**config.mk**
```make
export PLATFORM = sky130hd
export DESIGN_NAME = ucc_regs
export DESIGN_NICKNAME = d
export VERILOG_FILES = /design/src/rtl/ucc_pkg.sv /design/src/rtl/ucc_regs.sv
export VERILOG_INCLUDE_DIRS = /design/src /design/src/rtl
export SDC_FILE = /design/constraint.sdc
export NUM_CORES = 1
export LEC_CHECK = 0
export ABC_AREA = 1
export ABC_CLOCK_PERIOD_IN_PS = 2250
export BUFFER_PORTS_ARGS = -buffer_cell sky130_fd_sc_hd__buf_4
export CORE_MARGIN = 5
export CORE_UTILIZATION = 28
export DETAILED_ROUTE_END_ITERATION = 8
export RECOVER_POWER = 100
export SYNTH_ARGS = -nofsm -noshare
export SYNTH_HDL_FRONTEND = slang
export SYNTH_SLANG_ARGS = --single-unit
export TNS_END_PERCENT = 10
```
**constraint.sdc**
```tcl
create_clock -name pclk -period 2.25 [get_ports pclk]
set_clock_uncertainty 0.05 [all_clocks]
set_input_delay 0.45 -clock pclk [delete_from_list [all_inputs] [get_ports pclk]]
set_output_delay 0.45 -clock pclk [all_outputs]
set_load 0.03 [all_outputs]
```
**src/rtl/ucc_params.svh**
```systemverilog
// Offsets, field positions, reset values and timing counts of the
// USB control/config register pair. Included by the package and the core.
`ifndef UCC_PARAMS_SVH
`define UCC_PARAMS_SVH

`define UCC_ADDR_W 12
`define UCC_OFS_CONTROL 12'h000
`define UCC_OFS_CONFIG 12'h004
`define UCC_WORD_ZERO 32'h0000_0000

`define UCC_CTL_LIVE_J_STATE_FLAG 7
`define UCC_CTL_SE0 6
`define UCC_CTL_PACKET_DISABLE 5
`define UCC_CTL_BUSRST 4
`define UCC_CTL_HOST_ENABLE 3
`define UCC_CTL_RESUME 2

`define UCC_CFG_EYE 7
`define UCC_CFG_OEMON 6
`define UCC_CFG_SIDL 4
`define UCC_CFG_LOW_SPEED_DEVICE_ONLY 3
`define UCC_CFG_ASUSP 0

`define UCC_IMPL_TOP 7
`define UCC_IMPL_W 8
`define UCC_CTL_RESET 4'h0
`define UCC_CFG_RESET 5'h00

`define UCC_CLK_PERIOD_PS 4000
`define UCC_LS_EOP_SE0_NS 1333
`define UCC_LS_EOP_J_NS 667
`define UCC_CYC_UP(ns) ((((ns) * 1000) + `UCC_CLK_PERIOD_PS - 1) / `UCC_CLK_PERIOD_PS)
`define UCC_EOP_CNT_W 9
`define UCC_EOP_SE0_CYC `UCC_CYC_UP(`UCC_LS_EOP_SE0_NS)
`define UCC_EOP_J_CYC `UCC_CYC_UP(`UCC_LS_EOP_J_NS)

`endif

```
**src/rtl/ucc_pkg.sv**
```systemverilog
// Types shared by the USB control/config register block.
// Assumes ucc_params.svh is on the include path.
`include "ucc_params.svh"

package ucc_pkg;

	typedef struct packed
	{
		logic packet_disable;
		logic bus_reset_drive;
		logic host_enable;
		logic resume_drive;
	} ucc_ctl_t;

	typedef struct packed
	{
		logic eye_test_enable;
		logic output_enable_monitor;
		logic stop_in_idle;
		logic low_speed_device_only;
		logic auto_suspend_on_sleep;
	} ucc_cfg_t;

	typedef struct packed
	{
		logic dp;
		logic dm;
	} ucc_line_t;

	typedef struct packed
	{
		logic se0;
		logic j;
		logic k;
	} ucc_drive_t;

	typedef enum logic [1:0] {EOP_IDLE, EOP_SE0, EOP_J} ucc_eop_t;

	typedef struct packed
	{
		ucc_ctl_t ctl;
		ucc_cfg_t cfg;
		logic token_busy;
		ucc_line_t sync1;
		ucc_line_t sync2;
		logic host_rst;
		ucc_eop_t eop;
		logic [`UCC_EOP_CNT_W-1:0] eop_cnt;
		logic [31:0] prdata;
		logic pslverr;
	} ucc_state_t;

endpackage

```
**src/rtl/ucc_regs.sv**
```systemverilog
// USB control and configuration registers with live line state,
// reset/resume drive, low-speed EOP tail and mode outputs.
// Assumes an APB master on pclk and a line receiver synchronous-free.
//
// The register addresses and the APB register port were chosen for this implementation.
`timescale 1ns/1ps
`include "ucc_params.svh"

module ucc_regs
	import ucc_pkg::*;
(
	// Clock and reset
	input logic pclk,
	input logic presetn,
	// APB slave
	input logic psel,
	input logic penable,
	input logic pwrite,
	input logic [`UCC_ADDR_W-1:0] paddr,
	input logic [31:0] pwdata,
	output logic [31:0] prdata,
	output logic pready,
	output logic pslverr,
	// Line receiver
	input ucc_line_t line_in,
	// Token engine
	input logic setup_token_rx,
	input logic token_start,
	input logic token_done,
	output logic token_proc_en,
	output logic host_logic_reset,
	// Line drive
	output ucc_drive_t line_drive,
	output logic line_oe,
	output logic oe_monitor_n,
	// Mode and power
	input logic idle_mode,
	input logic sleep_mode,
	input logic suspend_control,
	output logic host_mode,
	output logic eye_test_enable,
	output logic low_speed_device_only,
	output logic module_halt,
	output logic usb_suspend
);

	localparam logic [`UCC_EOP_CNT_W-1:0] SE0_LAST =
		`UCC_EOP_CNT_W'(`UCC_EOP_SE0_CYC - 1);
	localparam logic [`UCC_EOP_CNT_W-1:0] J_LAST =
		`UCC_EOP_CNT_W'(`UCC_EOP_J_CYC - 1);

	ucc_state_t s_q;
	ucc_state_t s_d;

	logic setup_ph;
	logic wr_ph;
	logic sel_ctl;
	logic sel_cfg;
	logic j_now;
	logic se0_now;
	logic busy_bit;
	logic [31:0] ctl_word;
	logic [31:0] cfg_word;

	assign setup_ph = psel && !penable;
	assign wr_ph = psel && penable && pwrite;
	assign sel_ctl = paddr == `UCC_OFS_CONTROL;
	assign sel_cfg = paddr == `UCC_OFS_CONFIG;

	// Low-speed J is the inverse polarity of full-speed J
	assign j_now = s_q.cfg.low_speed_device_only ?
		(s_q.sync2.dm && !s_q.sync2.dp) :
		(s_q.sync2.dp && !s_q.sync2.dm);
	assign se0_now = !s_q.sync2.dp && !s_q.sync2.dm;

	// Bit 5 shares one position between the two modes
	assign busy_bit = s_q.ctl.host_enable ?
		s_q.token_busy : s_q.ctl.packet_disable;

	always_comb
	begin
		ctl_word = `UCC_WORD_ZERO;
		ctl_word[`UCC_CTL_LIVE_J_STATE_FLAG] = j_now;
		ctl_word[`UCC_CTL_SE0] = se0_now;
		ctl_word[`UCC_CTL_PACKET_DISABLE] = busy_bit;
		ctl_word[`UCC_CTL_BUSRST] = s_q.ctl.bus_reset_drive;
		ctl_word[`UCC_CTL_HOST_ENABLE] = s_q.ctl.host_enable;
		ctl_word[`UCC_CTL_RESUME] = s_q.ctl.resume_drive;
		cfg_word = `UCC_WORD_ZERO;
		cfg_word[`UCC_CFG_EYE] = s_q.cfg.eye_test_enable;
		cfg_word[`UCC_CFG_OEMON] = s_q.cfg.output_enable_monitor;
		cfg_word[`UCC_CFG_SIDL] = s_q.cfg.stop_in_idle;
		cfg_word[`UCC_CFG_LOW_SPEED_DEVICE_ONLY] = s_q.cfg.low_speed_device_only;
		cfg_word[`UCC_CFG_ASUSP] = s_q.cfg.auto_suspend_on_sleep;
	end

	always_comb
	begin
		s_d = s_q;
		s_d.host_rst = 1'b0;

		// Two-stage synchroniser, first stage feeds only the second
		s_d.sync1 = line_in;
		s_d.sync2 = s_q.sync1;

		// Token busy only has meaning in host mode; start wins over done
		if (!s_q.ctl.host_enable)
		begin
			s_d.token_busy = 1'b0;
		end
		else if (token_start)
		begin
			s_d.token_busy = 1'b1;
		end
		else if (token_done)
		begin
			s_d.token_busy = 1'b0;
		end

		// Low-speed EOP tail: SE0 for two bit times, then J for one
		unique case (s_q.eop)
			EOP_IDLE:
			begin
				s_d.eop_cnt = s_q.eop_cnt;
			end
			EOP_SE0:
			begin
				if (s_q.eop_cnt != '0)
				begin
					s_d.eop_cnt = s_q.eop_cnt - 1'b1;
				end
				else
				begin
					s_d.eop = EOP_J;
					s_d.eop_cnt = J_LAST;
				end
			end
			EOP_J:
			begin
				if (s_q.eop_cnt != '0)
				begin
					s_d.eop_cnt = s_q.eop_cnt - 1'b1;
				end
				else
				begin
					s_d.eop = EOP_IDLE;
				end
			end
			default:
			begin
				s_d.eop = EOP_IDLE;
			end
		endcase

		// Register writes take effect in the access phase
		if (wr_ph && sel_ctl)
		begin
			s_d.ctl.bus_reset_drive = pwdata[`UCC_CTL_BUSRST];
			s_d.ctl.host_enable = pwdata[`UCC_CTL_HOST_ENABLE];
			s_d.ctl.resume_drive = pwdata[`UCC_CTL_RESUME];
			// In host mode bit 5 is the read-only busy view
			if (!s_q.ctl.host_enable)
			begin
				s_d.ctl.packet_disable = pwdata[`UCC_CTL_PACKET_DISABLE];
			end
			if (s_q.ctl.host_enable && s_q.ctl.resume_drive &&
				!pwdata[`UCC_CTL_RESUME])
			begin
				s_d.eop = EOP_SE0;
				s_d.eop_cnt = SE0_LAST;
			end
		end
		if (wr_ph && sel_cfg)
		begin
			s_d.cfg.eye_test_enable = pwdata[`UCC_CFG_EYE];
			s_d.cfg.output_enable_monitor = pwdata[`UCC_CFG_OEMON];
			s_d.cfg.stop_in_idle = pwdata[`UCC_CFG_SIDL];
			s_d.cfg.low_speed_device_only = pwdata[`UCC_CFG_LOW_SPEED_DEVICE_ONLY];
			s_d.cfg.auto_suspend_on_sleep = pwdata[`UCC_CFG_ASUSP];
		end

		// SETUP arrival beats a software clear in the same cycle
		if (setup_token_rx && !s_q.ctl.host_enable)
		begin
			s_d.ctl.packet_disable = 1'b1;
		end

		// Any host-enable toggle flushes host state
		if (s_d.ctl.host_enable != s_q.ctl.host_enable)
		begin
			s_d.host_rst = 1'b1;
			s_d.token_busy = 1'b0;
			s_d.eop = EOP_IDLE;
			s_d.eop_cnt = '0;
		end

		// Read data is captured in setup so it is stable in access
		if (setup_ph)
		begin
			s_d.pslverr = !(sel_ctl || sel_cfg);
			if (pwrite)
			begin
				s_d.prdata = `UCC_WORD_ZERO;
			end
			else if (sel_ctl)
			begin
				s_d.prdata = ctl_word;
			end
			else if (sel_cfg)
			begin
				s_d.prdata = cfg_word;
			end
			else
			begin
				s_d.prdata = `UCC_WORD_ZERO;
			end
		end
	end

	always_ff @(posedge pclk or negedge presetn)
	begin
		if (!presetn)
		begin
			s_q.ctl <= `UCC_CTL_RESET;
			s_q.cfg <= `UCC_CFG_RESET;
			s_q.token_busy <= 1'b0;
			s_q.sync1 <= '0;
			s_q.sync2 <= '0;
			s_q.host_rst <= 1'b0;
			s_q.eop <= EOP_IDLE;
			s_q.eop_cnt <= '0;
			s_q.prdata <= `UCC_WORD_ZERO;
			s_q.pslverr <= 1'b0;
		end
		else
		begin
			s_q <= s_d;
		end
	end

	// Zero wait states; every access ends one cycle after setup
	assign pready = 1'b1;
	assign prdata = s_q.prdata;
	assign pslverr = s_q.pslverr;

	assign host_mode = s_q.ctl.host_enable;
	assign host_logic_reset = s_q.host_rst;
	assign eye_test_enable = s_q.cfg.eye_test_enable;
	assign low_speed_device_only = s_q.cfg.low_speed_device_only;
	assign module_halt = s_q.cfg.stop_in_idle && idle_mode;
	assign usb_suspend = suspend_control ||
		(s_q.cfg.auto_suspend_on_sleep && sleep_mode);
	assign token_proc_en = (s_q.ctl.host_enable || !s_q.ctl.packet_disable) &&
		!module_halt;

	// Bus reset overrides resume K; EOP tail only follows resume
	assign line_drive.se0 = s_q.ctl.bus_reset_drive || s_q.eop == EOP_SE0;
	assign line_drive.k = s_q.ctl.resume_drive && !s_q.ctl.bus_reset_drive;
	assign line_drive.j = s_q.eop == EOP_J && !s_q.ctl.bus_reset_drive;
	assign line_oe = line_drive.se0 || line_drive.j || line_drive.k;
	assign oe_monitor_n = !(s_q.cfg.output_enable_monitor && line_oe);

	chk_live_j_state_flag_read: assert property (@(posedge pclk) disable iff (!presetn)
		(setup_ph && !pwrite && sel_ctl) |=> prdata[`UCC_CTL_LIVE_J_STATE_FLAG] == $past(j_now))
		else $error("J state flag read mismatch");

	chk_se0_read: assert property (@(posedge pclk) disable iff (!presetn)
		(setup_ph && !pwrite && sel_ctl) |=> prdata[`UCC_CTL_SE0] == $past(se0_now))
		else $error("SE0 flag read mismatch");

	chk_setup_sets_packet_disable: assert property (@(posedge pclk) disable iff (!presetn)
		(setup_token_rx && !s_q.ctl.host_enable && !(wr_ph && sel_ctl)) |=> s_q.ctl.packet_disable)
		else $error("SETUP did not set packet disable");

	chk_busy_view: assert property (@(posedge pclk) disable iff (!presetn)
		(setup_ph && !pwrite && sel_ctl && s_q.ctl.host_enable)
		|=> prdata[`UCC_CTL_PACKET_DISABLE] == $past(s_q.token_busy))
		else $error("Token busy read mismatch");

	chk_reset_drive: assert property (@(posedge pclk) disable iff (!presetn)
		(wr_ph && sel_ctl && pwdata[`UCC_CTL_BUSRST]) |=> (line_drive.se0 && line_oe))
		else $error("Bus reset not driven after write");

	chk_host_toggle: assert property (@(posedge pclk) disable iff (!presetn)
		$changed(s_q.ctl.host_enable) |-> (host_logic_reset && !s_q.token_busy))
		else $error("Host toggle did not reset host logic");

	chk_resume_k: assert property (@(posedge pclk) disable iff (!presetn)
		(wr_ph && sel_ctl && pwdata[`UCC_CTL_RESUME] && !pwdata[`UCC_CTL_BUSRST])
		|=> line_drive.k)
		else $error("Resume K not driven");

	chk_eop_tail: assert property (@(posedge pclk) disable iff (!presetn)
		(wr_ph && sel_ctl && s_q.ctl.host_enable && s_q.ctl.resume_drive &&
		pwdata[`UCC_CTL_HOST_ENABLE] && !pwdata[`UCC_CTL_RESUME] && !pwdata[`UCC_CTL_BUSRST])
		|=> (line_drive.se0 && !line_drive.k) [*8])
		else $error("Low-speed EOP did not follow resume");

	chk_upper_zero: assert property (@(posedge pclk) disable iff (!presetn)
		(psel && penable) |-> prdata[31:`UCC_IMPL_W] == '0)
		else $error("Unimplemented bits not zero");

	chk_oemon_idle: assert property (@(posedge pclk) disable iff (!presetn)
		!s_q.cfg.output_enable_monitor |-> oe_monitor_n)
		else $error("OE monitor active while disabled");

	chk_auto_suspend: assert property (@(posedge pclk) disable iff (!presetn)
		(s_q.cfg.auto_suspend_on_sleep && sleep_mode) |-> usb_suspend)
		else $error("Auto suspend missing in sleep");

	chk_busy_set: assert property (@(posedge pclk) disable iff (!presetn)
		(s_q.ctl.host_enable && token_start && !(wr_ph && sel_ctl)) |=> s_q.token_busy)
		else $error("Token start did not set busy");

	chk_eop_j_phase: assert property (@(posedge pclk) disable iff (!presetn)
		(s_q.eop == EOP_SE0 && s_q.eop_cnt == '0 && !s_q.ctl.bus_reset_drive && !(wr_ph && sel_ctl))
		|=> (line_drive.j && !line_drive.se0))
		else $error("EOP J phase did not follow SE0");

	chk_idle_halt: assert property (@(posedge pclk) disable iff (!presetn)
		(s_q.cfg.stop_in_idle && idle_mode) |-> (module_halt && !token_proc_en))
		else $error("Module ran while stopped in idle");

endmodule

```
==> results.yml <==
power_and_ir_drop:
  ir_worst_vdd_mv: 0.223
  power.density_nw_per_um2: 493
  fin_total_pwr_mw: 1.29
  p_leak_nw: 1.41
logic_synthesis:
  ys_warn_count: 0
  synth_top_area_share_pct: 38.1
  avgSynthCellArea_um2: 7.55
  synth-compound-area-share_pct: 10.5
  synth_top_family_by_area: "simple AND/OR/NAND/NOR gates"
  synthAdderAreaFrac_pct: 4.48
  postSynthCellCount: 296
  synth_mux_area_share_pct: 0
  synth-simple-area-share_pct: 27.8
  ys_seq_area_share_pct: 38.1
  synth_area_um2: 2230
  synth-xor-area-share_pct: 0.392
  synth.distinct_cells: 30
  ys_ff_latch: 34
  yosysTopAreaCell: "dfrtp_1"
  synth_area_leaders: "dfrtp_1 38%, nand2_1 13%, buf_4 11%, inv_1 5.5%, ha_1 4.5%"
grt:
  grt_max_degree: 35
  grt_pass1_wl_um: 8920
  grt_antenna_before_repair: 0
  grt_pass1_vias: 1960
  grt_overflow: 0
  grtUsageTotal_pct: 11.1
route:
  ant_nets: 0
  drt-initial-drc-count: 92
  via_per_inst: 4.19
  met2_length_um: 2310
  wire_per_inst_um: 11.4
  top_layer: "met4"
  met3WireLength_um: 310
  detail_route.first_pass.iterations: 4
  drc: 0
  num_vias: 1903
  met1_length_um: 2470
  wl_um: 5170
critical_path:
  worstRegToRegCells: 9
  ff2ff_setup_slack_ns: 0.43
  cp_max_fo: 4
  crit_path_end_kind: "primary output"
  reg2reg_from: "s_q[33]$_DFF_PN0_"
  crit_required_ns: 1.75
  critical_path_class: "reg -> out"
  worst_setup_path_start_kind: "flop"
  critPathArrivalTime_ns: 1.59
  r2r-end: "s_q[33]$_DFF_PN0_"
clock_tree:
  cts_buffer_depth: 2
  numCtsBuffers: 5
  cts_tree: "done"
  path_clk_slew_ns: 0.08
  cts_resized: 0
  post_cts_buffers: 0
  hold_buffers: 0
  cts-root-buf: "clkbuf_8"
  clk_latency_ns: 0.29
  h-tree-depth: 2
  cts_sinks: 34
timing:
  tightest_slew_ns: 0.843
  fin_hold_ws_ns: 0.198
  fin_setup_tns_ns: 0
  hold_viol_final: 0
  finalCriticalPeriod_ns: 2.09
  fin_crit_sh_pct: 93.1
  fmax_ghz: 0.478
  rsz0062_at_grt: "no"
  drv_slew: 0
  finalSetupViolCount: 0
  slew-limit-headroom_pct: 43.8
status:
  status: "finished, final reports clean"
cells_and_area:
  area_delta_synth_final_pct: 17.4
  drive_gt1_share_pct: 17.6
  nFillCells: 861
  diodes: 0
  nets: 416
placement:
  port_buffers: 51
  dp_hpwl_um: 4190
  place_congestion: 0.835
min_path:
  min_path_type: "in -> async"
floorplanning:
  core_area_um2: 7770
  chipWidth_um: 99.3
  rows: 32
  die_area_um2: 9870
  die_y_um: 99.3
  boundaryPins: 103
  start_util_pct: 28.8
run:
  maxCapViolCount: 0
-- flip-flops by register name, indices dropped and copies added, names as in the netlist --
name,cells
ctl_word,2
cfg_word,3
host_mode,1
pslverr,1
s_d,2
low_speed_device_only,1
prdata,7
eye_test_enable,1
host_logic_reset,1
s_q,15
-- through the flow --
stage	std cells	utilization, %	area [um2]	worst slack [ns]
floorplan	320	-	2320	0.185
global placement	446	33.9	2640	0.0563
detailed placement	446	33.9	2640	0.0771
CTS	454	35.1	2730	0.125
global route	454	33.8	2620	0.0218
finish	454	33.8	2620	0.156
-- power breakdown --
part	total [mW]	switching, mW	internal [mW]
logic	0.174	0.120	0.0539
registers	0.635	0.0100	0.625
clock network	0.483	0.237	0.246
total	1.29	0.367	0.925
-- layout make-up --
type / instances / area [um2] / share of cell area, %
Sequential cell: 34 / 851 / 32.4
Timing Repair Buffer: 58 / 353 / 13.5
Clock buffer: 6 / 82.6 / 3.15
Multi-Input combinational cell: 211 / 1040 / 39.5
Tap cell: 102 / 128 / 4.87
Clock inverter: 2 / 12.5 / 0.477
Inverter: 41 / 160 / 6.11
-- worst max-delay path: stages, from the launching register on --
cell and delay (ns):
dfrtp_1 0.38, inv_1 0.09, ha_1 0.27, nor2_1 0.16, nand3_1 0.15, nand2_1 0.10, buf_4 0.16
-- cell usage after synthesis --
library cell  instances
a21o_1                1
a21oi_1              14
a21oi_2               1
buf_2                 1
buf_4                33
clkinv_1              1
clkinv_2              3
conb_1                2
dfrtp_1              34
ha_1                  8
inv_1                33
inv_2                 3
inv_4                 1
nand2_1              75
nand2_2               4
nand2_4               3
nand3_1              20
nand3b_1              1
nand4_4               1
nor2_1               23
nor2_2                1
nor2_4                1
nor3_1                1
nor3_2                1
nor3_4                2
o211ai_1              1
o21ai_0              18
o21ai_1               4
o31ai_1               4
xor2_1                1
-- layout by cell type (no fill, tap or decap), drive strengths merged --
cell type,count
o211ai,1
nor3,4
ha,8
dfrtp,34
a21o,1
nand2,82
nor2,25
inv,37
nand3,20
clkinvlp,3
o21ai,22
nand3b,1
xor2,1
o31ai,4
nand4,1
clkbuf,32
clkinv,3
a21oi,15
conb,26
buf,32
-- worst max path at each step --
stage                            startpoint                end  slack, ns  depth (start not counted)
after global routing               paddr[9]  s_q[41]$_DFF_PN0_       0.02                         12
after CTS                 s_q[42]$_DFF_PN0_       oe_monitor_n       0.12                          6
after global placement             paddr[9]  s_q[34]$_DFF_PN0_       0.06                         12
after floorplan                    paddr[9]  s_q[34]$_DFF_PN0_       0.19                         12
after detailed placement           paddr[8]  s_q[34]$_DFF_PN0_       0.08                         12
final                     s_q[42]$_DFF_PN0_       oe_monitor_n       0.16                          6
-- logic make-up (layout without fill, tap and decap cells) --
family / after synthesis / count (layout)
buf+inv: 75 / 107
xor+xnor: 1 / 1
flops: 34 / 34
other cells: 2 / 26
fa+ha+maj: 8 / 8
simple gates: 133 / 133
compound gates: 43 / 43
-- routing by layer --
layer	GRT usage, %	up-vias
met5	0	-
met4	4.73	0
met3	2.59	5
met2	17.6	61
met1	14.5	849
li1	-	988
Note: power is estimated with default switching activity, not from simulation.
